**config.mk**
```make
export PLATFORM = sky130hd
export DESIGN_NAME = pmc_power_mode_ctrl
export DESIGN_NICKNAME = d
export VERILOG_FILES = /design/src/rtl/pmc_pkg.sv /design/src/rtl/pmc_power_mode_ctrl.sv /design/src/rtl/pmc_hold_latch.sv
export SDC_FILE = /design/constraint.sdc
export NUM_CORES = 1
export LEC_CHECK = 0
export BUFFER_PORTS_ARGS = -buffer_cell sky130_fd_sc_hd__clkbuf_2
export CORE_ASPECT_RATIO = 1.2
export CORE_UTILIZATION = 50
export CTS_CLUSTER_SIZE = 28
export DETAILED_ROUTE_END_ITERATION = 7
export PLACE_DENSITY = 0.81
export SLEW_MARGIN = 20
export SYNTH_ARGS = -nofsm -noshare
export SYNTH_HDL_FRONTEND = slang
export SYNTH_SLANG_ARGS = --single-unit
export TNS_END_PERCENT = 10
```
**constraint.sdc**
```tcl
create_clock -name clk_sys -period 3.4 [get_ports clk_sys]
set_input_delay 0.68 -clock clk_sys [delete_from_list [all_inputs] [get_ports clk_sys]]
set_output_delay 0.68 -clock clk_sys [all_outputs]
set_load 0.02 [all_outputs]
```
**src/rtl/pmc_pkg.sv**
```systemverilog
// Package for the power-mode controller: modes, states, reset causes and timing.
// Assumes a single 25 MHz system clock; all latencies are converted to cycles here.
package pmc_pkg;

   // Software-selectable target modes
   typedef enum logic [1:0] {PMC_MODE_ACTIVE, PMC_MODE_IDLE, PMC_MODE_STANDBY, PMC_MODE_SHUTDOWN} pmc_mode_e;

   // Controller states; the reset-held state is separate from the software modes
   typedef enum logic [2:0] {PMC_ST_ACTIVE, PMC_ST_IDLE, PMC_ST_STANDBY, PMC_ST_SHUTDOWN,
      PMC_ST_RESET_HELD, PMC_ST_WAKE} pmc_state_e;

   // Reset cause codes
   localparam logic [1:0] PMC_CAUSE_POR = 2'h0;
   localparam logic [1:0] PMC_CAUSE_PIN = 2'h1;
   localparam logic [1:0] PMC_CAUSE_SHUTDOWN_WAKE = 2'h2;

   // Clock and wake latencies
   localparam int PMC_CLK_HZ = 25000000;
   localparam int PMC_CLK_NS = 40;
   localparam int PMC_WAKE_IDLE_NS = 14000;
   localparam int PMC_WAKE_STANDBY_NS = 151000;
   localparam int PMC_WAKE_SHUTDOWN_NS = 1015000;
   localparam int PMC_WAKE_IDLE_CYC = PMC_WAKE_IDLE_NS / PMC_CLK_NS;
   localparam int PMC_WAKE_STANDBY_CYC = PMC_WAKE_STANDBY_NS / PMC_CLK_NS;
   localparam int PMC_WAKE_SHUTDOWN_CYC = PMC_WAKE_SHUTDOWN_NS / PMC_CLK_NS;
   localparam int PMC_CNT_W = 16;

   // Clock references and accuracy limit
   localparam int PMC_FAST_REF_HZ = 24000000;
   localparam int PMC_FAST_MULT = 2;
   localparam int PMC_FAST_OUT_HZ = PMC_FAST_REF_HZ * PMC_FAST_MULT;
   localparam int PMC_SLOW_INT_HZ = 32768;
   localparam logic [9:0] PMC_SLOW_PPM_MAX = 10'h1F4;

   // Widths
   localparam int PMC_GPIO_W = 31;
   localparam int PMC_RTC_CMP_N = 3;
   localparam int PMC_BOD_DUTY_W = 8;

endpackage

```
**src/rtl/pmc_power_mode_ctrl.sv**
```systemverilog
// Power-mode controller: sequences active, idle, standby, shutdown and reset-held states.
// Assumes all inputs synchronous to clk_sys; analogue blocks act on the enable outputs.
// Function
// - Four software modes plus a separate state while reset pin is held.
// - Idle gates the CPU clock; flash and SRAM stay enabled; any interrupt returns to active.
// - Wake latency 14 us idle, 151 us standby, 1015 us shutdown/reset pin.
// - Standby keeps always-on domain, sensor controller and SRAM; wakes on pin, RTC, sensor event.
// - Standby exit resumes CPU where it stopped; retained peripherals keep state.
// - All GPIO outputs are latched while in standby.
// - Shutdown powers everything off except power-on detection, and keeps pre-shutdown I/O levels.
// - Shutdown wake pin level change wakes device as a reset trigger.
// - Readable reset cause distinguishes shutdown wake, reset pin and power-on.
// - Across shutdown only I/O levels and flash survive; registers, SRAM lost.
// - RTC wakes in active/idle/standby only; pins also in shutdown; reset always.
// - Brown-out on in active/idle, duty-cycled in standby, off in shutdown.
// - Fast clock from 24 MHz crystal doubled to 48 MHz.
// - Sleep with a live link only if slow clock better than 500 ppm.
// - Without slow crystal use 32.768 kHz internal osc; fast internal osc allowed.
// - Always-on domain and RTC stay powered in all modes except shutdown.
// - RTC has three compares and one capture; compare wakes where RTC runs.
// - Sensor controller runs alone, stays up in standby, can wake the CPU.
`timescale 1ns/1ps
module pmc_power_mode_ctrl
   import pmc_pkg::*;
(
   // Clock and reset
   input wire logic clk_sys,
   input wire logic reset,
   input wire logic por_event,
   // Software request
   input wire logic sleep_req,
   input wire pmc_pkg::pmc_mode_e sleep_mode,
   input wire logic link_active,
   input wire logic [9:0] slow_ppm,
   input wire logic [pmc_pkg::PMC_GPIO_W-1:0] shutdown_wake_en,
   // Wake sources
   input wire logic irq_any,
   input wire logic [pmc_pkg::PMC_RTC_CMP_N-1:0] rtc_cmp_hit,
   input wire logic sensor_wake,
   input wire logic pin_edge_wake,
   input wire logic reset_pin,
   // Oscillators
   input wire logic slow_crystal_fitted,
   input wire logic fast_crystal_stable,
   input wire logic use_fast_internal,
   // I/O
   input wire logic [pmc_pkg::PMC_GPIO_W-1:0] gpio_out_core,
   input wire logic [pmc_pkg::PMC_GPIO_W-1:0] gpio_in,
   output logic [pmc_pkg::PMC_GPIO_W-1:0] gpio_out_pad,
   // Domain enables
   output logic cpu_clk_en_q,
   output logic flash_en_q,
   output logic sram_en_q,
   output logic periph_en_q,
   output logic radio_en_q,
   output logic always_on_domain_en_q,
   output logic sensor_ctrl_en_q,
   output logic brownout_detector_en_q,
   output logic por_detect_en_q,
   output logic core_reset_q,
   // Clocks
   output logic fast_crystal_osc_en_q,
   output logic fast_doubler_en_q,
   output logic fast_internal_osc_sel_q,
   output logic slow_crystal_osc_en_q,
   output logic slow_internal_osc_en_q,
   // Status
   output pmc_pkg::pmc_state_e state_q,
   output logic [1:0] reset_cause_q,
   output logic sleep_refused_q,
   output logic io_latched_q
);
   import pmc_pkg::*;

   pmc_state_e state_d;
   pmc_state_e wake_from_q;
   logic [PMC_CNT_W-1:0] wake_cnt_q;
   logic [PMC_BOD_DUTY_W-1:0] bod_div_q;
   logic [PMC_GPIO_W-1:0] gpio_in_snap_q;
   logic [1:0] reset_cause_d;
   logic io_hold;

   // Wake decode per state
   wire rtc_wake = |rtc_cmp_hit;
   wire standby_wake = pin_edge_wake | rtc_wake | sensor_wake;
   wire shut_wake = |((gpio_in ^ gpio_in_snap_q) & shutdown_wake_en);
   wire idle_wake = irq_any | rtc_wake | sensor_wake | pin_edge_wake;
   wire clk_ok_sleep = !link_active || (slow_ppm < PMC_SLOW_PPM_MAX);
   wire sleep_ok = sleep_req && clk_ok_sleep && (sleep_mode != PMC_MODE_ACTIVE);
   wire deep_wake = (wake_from_q != PMC_ST_IDLE);
   wire [PMC_CNT_W-1:0] wake_len = (wake_from_q == PMC_ST_IDLE) ? PMC_CNT_W'(PMC_WAKE_IDLE_CYC) :
      (wake_from_q == PMC_ST_STANDBY) ? PMC_CNT_W'(PMC_WAKE_STANDBY_CYC) :
      PMC_CNT_W'(PMC_WAKE_SHUTDOWN_CYC);
   wire wake_done = (wake_cnt_q >= wake_len - PMC_CNT_W'(1)) && (!deep_wake || fast_crystal_stable);
   wire in_deep = (state_q == PMC_ST_STANDBY) || (state_q == PMC_ST_SHUTDOWN);

   // Next-state logic
   always_comb begin
      state_d = state_q;
      reset_cause_d = reset_cause_q;
      case (state_q)
         PMC_ST_ACTIVE: begin
            if (sleep_ok) begin
               case (sleep_mode)
                  PMC_MODE_IDLE: state_d = PMC_ST_IDLE;
                  PMC_MODE_STANDBY: state_d = PMC_ST_STANDBY;
                  default: state_d = PMC_ST_SHUTDOWN;
               endcase
            end
         end
         PMC_ST_IDLE: if (idle_wake) state_d = PMC_ST_WAKE;
         PMC_ST_STANDBY: if (standby_wake) state_d = PMC_ST_WAKE;
         PMC_ST_SHUTDOWN: begin
            if (shut_wake) begin
               state_d = PMC_ST_WAKE;
               reset_cause_d = PMC_CAUSE_SHUTDOWN_WAKE;
            end
         end
         PMC_ST_WAKE: if (wake_done) state_d = PMC_ST_ACTIVE;
         PMC_ST_RESET_HELD: if (!reset_pin) state_d = PMC_ST_WAKE;
         default: state_d = PMC_ST_ACTIVE;
      endcase
      // Reset pin wins from every state, including reset-held; only a power-on event in the same cycle overrides it
      if (reset_pin) begin
         state_d = PMC_ST_RESET_HELD;
         reset_cause_d = PMC_CAUSE_PIN;
      end
      if (por_event) begin
         state_d = PMC_ST_WAKE;
         reset_cause_d = PMC_CAUSE_POR;
      end
   end

   // State and cause registers
   always_ff @(posedge clk_sys) begin
      if (reset) begin
         state_q <= PMC_ST_WAKE;
         reset_cause_q <= PMC_CAUSE_POR;
      end else begin
         state_q <= state_d;
         reset_cause_q <= reset_cause_d;
      end
   end

   // Wake origin and latency counter
   always_ff @(posedge clk_sys) begin
      if (reset) begin
         wake_from_q <= PMC_ST_SHUTDOWN;
         wake_cnt_q <= '0;
      end else begin
         // A power-on event restarts the full wake even when one is already running
         if (por_event || (state_q != PMC_ST_WAKE && state_d == PMC_ST_WAKE)) begin
            wake_from_q <= (state_q == PMC_ST_RESET_HELD || por_event) ? PMC_ST_SHUTDOWN : state_q;
            wake_cnt_q <= '0;
         end else if (state_q == PMC_ST_WAKE && wake_cnt_q != '1) begin
            wake_cnt_q <= wake_cnt_q + PMC_CNT_W'(1);
         end
      end
   end

   // Sleep refusal flag and snapshot of pin levels for shutdown wake
   always_ff @(posedge clk_sys) begin
      if (reset) begin
         sleep_refused_q <= 1'b0;
         gpio_in_snap_q <= '0;
      end else begin
         if (state_q == PMC_ST_ACTIVE && sleep_req) begin
            sleep_refused_q <= !clk_ok_sleep;
         end
         if (state_q == PMC_ST_ACTIVE) begin
            gpio_in_snap_q <= gpio_in;
         end
      end
   end

   // Duty-cycle divider for the brown-out detector in standby
   always_ff @(posedge clk_sys) begin
      if (reset) begin
         bod_div_q <= '0;
      end else begin
         bod_div_q <= bod_div_q + PMC_BOD_DUTY_W'(1);
      end
   end

   // I/O hold in standby and shutdown
   assign io_hold = in_deep;
   pmc_hold_latch #(
      .WIDTH(PMC_GPIO_W)
   ) u_io_hold (
      .clk_sys(clk_sys),
      .reset(reset),
      .hold(io_hold),
      .din(gpio_out_core),
      .dout(gpio_out_pad)
   );

   // Domain and clock enables per state
   always_ff @(posedge clk_sys) begin
      if (reset) begin
         cpu_clk_en_q <= 1'b0;
         flash_en_q <= 1'b0;
         sram_en_q <= 1'b0;
         periph_en_q <= 1'b0;
         radio_en_q <= 1'b0;
         always_on_domain_en_q <= 1'b1;
         sensor_ctrl_en_q <= 1'b1;
         brownout_detector_en_q <= 1'b1;
         por_detect_en_q <= 1'b1;
         core_reset_q <= 1'b1;
         fast_crystal_osc_en_q <= 1'b0;
         fast_doubler_en_q <= 1'b0;
         fast_internal_osc_sel_q <= 1'b1;
         slow_crystal_osc_en_q <= 1'b0;
         slow_internal_osc_en_q <= 1'b1;
         io_latched_q <= 1'b0;
      end else begin
         // CPU clock only in active; idle stops the CPU clock, flash and SRAM stay enabled
         cpu_clk_en_q <= (state_d == PMC_ST_ACTIVE);
         flash_en_q <= (state_d == PMC_ST_ACTIVE) || (state_d == PMC_ST_IDLE);
         // SRAM retained in standby, lost in shutdown and reset-held
         sram_en_q <= (state_d != PMC_ST_SHUTDOWN) && (state_d != PMC_ST_RESET_HELD);
         periph_en_q <= (state_d == PMC_ST_ACTIVE) || (state_d == PMC_ST_IDLE);
         radio_en_q <= (state_d == PMC_ST_ACTIVE) || (state_d == PMC_ST_IDLE);
         always_on_domain_en_q <= (state_d != PMC_ST_SHUTDOWN) && (state_d != PMC_ST_RESET_HELD);
         sensor_ctrl_en_q <= (state_d != PMC_ST_SHUTDOWN) && (state_d != PMC_ST_RESET_HELD);
         brownout_detector_en_q <= (state_d == PMC_ST_STANDBY) ? (bod_div_q == '0) :
            (state_d != PMC_ST_SHUTDOWN) && (state_d != PMC_ST_RESET_HELD);
         por_detect_en_q <= (state_d != PMC_ST_RESET_HELD);
         // Core held in reset from shutdown or pin until wake completes; standby keeps state
         core_reset_q <= (state_d == PMC_ST_RESET_HELD) || (state_d == PMC_ST_SHUTDOWN) ||
            ((state_d == PMC_ST_WAKE) && (wake_from_q == PMC_ST_SHUTDOWN));
         // Fast clock restarts during deep wake; doubler follows the crystal
         fast_crystal_osc_en_q <= (state_d == PMC_ST_ACTIVE) || (state_d == PMC_ST_IDLE) ||
            (state_d == PMC_ST_WAKE);
         fast_doubler_en_q <= fast_crystal_stable && ((state_d == PMC_ST_ACTIVE) ||
            (state_d == PMC_ST_IDLE));
         fast_internal_osc_sel_q <= use_fast_internal || !fast_crystal_stable;
         slow_crystal_osc_en_q <= slow_crystal_fitted && (state_d != PMC_ST_SHUTDOWN) &&
            (state_d != PMC_ST_RESET_HELD);
         slow_internal_osc_en_q <= !slow_crystal_fitted && (state_d != PMC_ST_SHUTDOWN) &&
            (state_d != PMC_ST_RESET_HELD);
         io_latched_q <= (state_d == PMC_ST_STANDBY) || (state_d == PMC_ST_SHUTDOWN);
      end
   end
endmodule

```
**src/rtl/pmc_hold_latch.sv**
```systemverilog
// Holdable register bank for the I/O levels that must survive deep sleep.
// Assumes the hold input is a clean synchronous level from the controller.
`timescale 1ns/1ps
module pmc_hold_latch #(
   parameter int WIDTH = 1
) (
   // Clock and reset
   input wire logic clk_sys,
   input wire logic reset,
   // Data
   input wire logic hold,
   input wire logic [WIDTH-1:0] din,
   output logic [WIDTH-1:0] dout
);
   // Follow input until hold, then freeze
   always_ff @(posedge clk_sys) begin
      if (reset) begin
         dout <= '0;
      end else if (!hold) begin
         dout <= din;
      end
   end
endmodule

```
==> metrics.csv <==
stage,metric,value,unit
floorplanning,chip width,91.1,um
finish,Util after Layout,0.640,
setup_path,worst-path maximum fanout,17,
status,status,"complete, no violations",
cts,H-Tree Depth,3,
cts,clk_lat worst skew,0.36,ns
cts,CTS tree,yes,
synth,Post-synth EDFFs,0,
placed_design,Port Buf Inserts,170,
sta,Fin Setup TNS,0,ns
routing,drt total wl,11800,um
sta,Worst Skew,0.00678,ns
synth,synth top area cells,"dfxtp_1, nand2_1, a21oi_1",
power,leak pwr,2.71,nW
setup_path,Startpoint Class,register,
synth,Synth warnings,0,
setup_path,worst path arrival time,3.29,ns
global_route,antenna violations before repair,0,
routing,wire length per cell,13.7,um
cts,clock tree buffer depth,2,
synth,post-synthesis sequential area ratio,0.454,
global_route,first-pass GRT wire length,18800,um
setup_path,worst path required time,3.63,ns
floorplanning,Initial Utilization,0.522,
sta,Final Max Tran Viols,0,
synth,Synth area leader,dfxtp_1,
synth,most frequent cell after synthesis,nand2_1,
synth,async set-reset flop share out of synthesis,0,
setup_path,Setup Crit Path Kind,reg2reg,
power,Pwr Total,2.30,mW
cts,clock root buffer,clkbuf_8,
global_route,largest net degree at the start of global routing,56,
cts,post_cts resized,0,
floorplanning,die area,9920,um2
cts,cts bufs inserted,9,
synth,Seq cells post-synth,108,
finish,share of cells above drive strength 1,0.269,
synth,area share of the largest cell type after synthesis,0.454,
global_route,global route overflow,0,
setup_path,Crit. End Element,register,
placed_design,hpwl dp,8930,um
finish,P&R area growth vs syn,22.7,%
finish,Layout Nets,870,
synth,Mapped Cells,581,
sta,final hold violations,0,
cts,clk sinks,108,
floorplanning,Site Rows,38,
routing,Iter 0 DRT Violations,170,
sta,RSZ-0062 raised after global routing,false,
routing,DRC,0,
finish,# diodes,0,
floorplanning,io pins,173,
synth,Syn Nets,715,
synth,"Cell Area, Synth",4760,um2
finish,Multi-input gate area,2420,um2
synth,Avg Synthesized Cell Area,8.20,um2
cts,Setup Buffers After CTS,0,
power,Peak VDD IR,315,uV
cts,Hold Buf Count CTS,0,
finish,total of fill cells in the finished design,796,
sta,min cycle time layout,3.06,ns
sta,Fmax,327,MHz
floorplanning,core area,9130,um2
cts,Clock Pin Slew Worst Setup and Hold Paths,0.09,ns
flow_run,Max-cap violations,0,
synth,Netlist cell types,48,
routing,DR pass1 iterations,6,
sta,Final setup violation count,0,
synth,"Top FF cell, synth",dfxtp_1,
floorplanning,Die H,109,um
routing,Vias/cell,5.18,
global_route,Tot GR Track Use,0.238,
sta,Final period util,0.900,
sta,worst slew pin tran,1.02,ns
min_path,Hold Crit Depth,2,
setup_path,reg2reg path depth,12,
power,PD cells,393,nW/um2
synth,most frequent cells after synthesis,"nand2_1, dfxtp_1, a21oi_1, nor2_1, xor2_1",
finish,register area,2160,um2
global_route,vias in the first global route,4202,
placed_design,routability cong.,0.809,
routing,"antenna viol nets, final",0,
sta,Rel. slew slack,0.321,
min_path,Worst Hold Class,reg2reg,
routing,Vias,4448,
## cell usage in the layout, fill, tap and decap left out, types with 5 or more instances in the layout
| cell type | n |
|---|---|
| buf_4 | 5 |
| nand4_1 | 12 |
| xnor2_1 | 10 |
| nor2b_1 | 6 |
| nand3_1 | 9 |
| nor3_1 | 6 |
| o21ai_0 | 5 |
| clkbuf_2 | 170 |
| a21o_1 | 6 |
| xor2_1 | 41 |
| nor2_1 | 44 |
| ha_1 | 14 |
| a22oi_1 | 14 |
| dfxtp_1 | 108 |
| clkbuf_8 | 9 |
| nand2_1 | 143 |
| a21oi_1 | 73 |
| inv_1 | 12 |
## cell type report
type | instances | area share
tap | 120 | 0.0257
clock inverter | 4 | 0.00878
timing repair buffer | 175 | 0.152
multi-input combinational | 429 | 0.414
clock buffer | 10 | 0.0218
sequential | 108 | 0.370
inverter | 13 | 0.00835
## cell families (layout without fill, tap and decap cells)
logic type               after synthesis  after routing  share of synthesized area
AO/OA/AOI/OAI                        116            116                      0.144
XOR/XNOR                              51             51                     0.0938
adder cells (fa/ha/maj)               14             14                     0.0368
buffers and inverters                 44            202                     0.0402
flip-flops                           108            108                      0.454
multiplexers                           2              2                    0.00447
AND/OR/NAND/NOR                      246            246                      0.227
## report_power, final
part / switching, mW / internal [mW] / total [mW] / leakage [nW]
Combinational: 0.134 / 0.108 / 0.241 / 1.74
Sequential: 0.0186 / 1.29 / 1.31 / 0.882
Clock: 0.406 / 0.335 / 0.741 / 0.0886
Total: 0.558 / 1.74 / 2.29 / 2.71
## final timing paths
path                           start                 end  slack, ns
hold reg to reg   u_io_hold.dout[14]  u_io_hold.dout[14]       0.46
setup reg to reg      wake_from_q[0]      wake_cnt_q[12]       0.34
setup / recovery      wake_from_q[0]      wake_cnt_q[12]       0.34
hold / removal    u_io_hold.dout[14]  u_io_hold.dout[14]       0.46
## sequential cells by signal (all words and copies together) (netlist names)
register,cells
state_q,3
u_io_hold.dout,31
fast_crystal_osc_en_q,1
sensor_ctrl_en_q,1
cpu_clk_en_q,1
io_latched_q,1
radio_en_q,1
gpio_in_snap_q,31
bod_div_q,8
wake_from_q,3
slow_internal_osc_en_q,1
brownout_detector_en_q,1
wake_cnt_q,16
por_detect_en_q,1
sleep_refused_q,1
fast_internal_osc_sel_q,1
core_reset_q,1
sram_en_q,1
reset_cause_q,2
slow_crystal_osc_en_q,1
fast_doubler_en_q,1
## metal layers
layer / routed length (um) / track usage / vias up / share of wire
li1: - / - / 2251 / -
met1: 4670 / 0.263 / 2027 / 0.40
met2: 6170 / 0.439 / 153 / 0.52
met3: 782 / 0.0600 / 17 / 0.066
met4: 185 / 0.0907 / 0 / 0.016
met5: 0 / 0 / - / 0
## critical path, stage by stage (launching register included)
cell and delay [ns]:
dfxtp_1 0.39, inv_1 0.07, or3_4 0.38, nand2_1 0.09, ha_1 0.26, a211o_1 0.27
a31oi_1 0.15, o21ai_0 0.09, a21o_1 0.19, a21oi_1 0.14, a21o_1 0.22, a211o_1 0.54
nor3_1 0.12
## metrics by stage
stage	instance area (um2)	cells	hold slack (ns)	worst slack, ns
2_1_floorplan	4760	581	0.426	0.723
3_3_place_gp	5670	845	0.437	0.500
5_1_grt	5850	859	0.476	0.0642
6_report	5850	859	0.458	0.339
4_1_cts	5850	859	0.457	0.361
3_5_place_dp	5670	845	0.444	0.411
(Power assumes the default switching activity.)
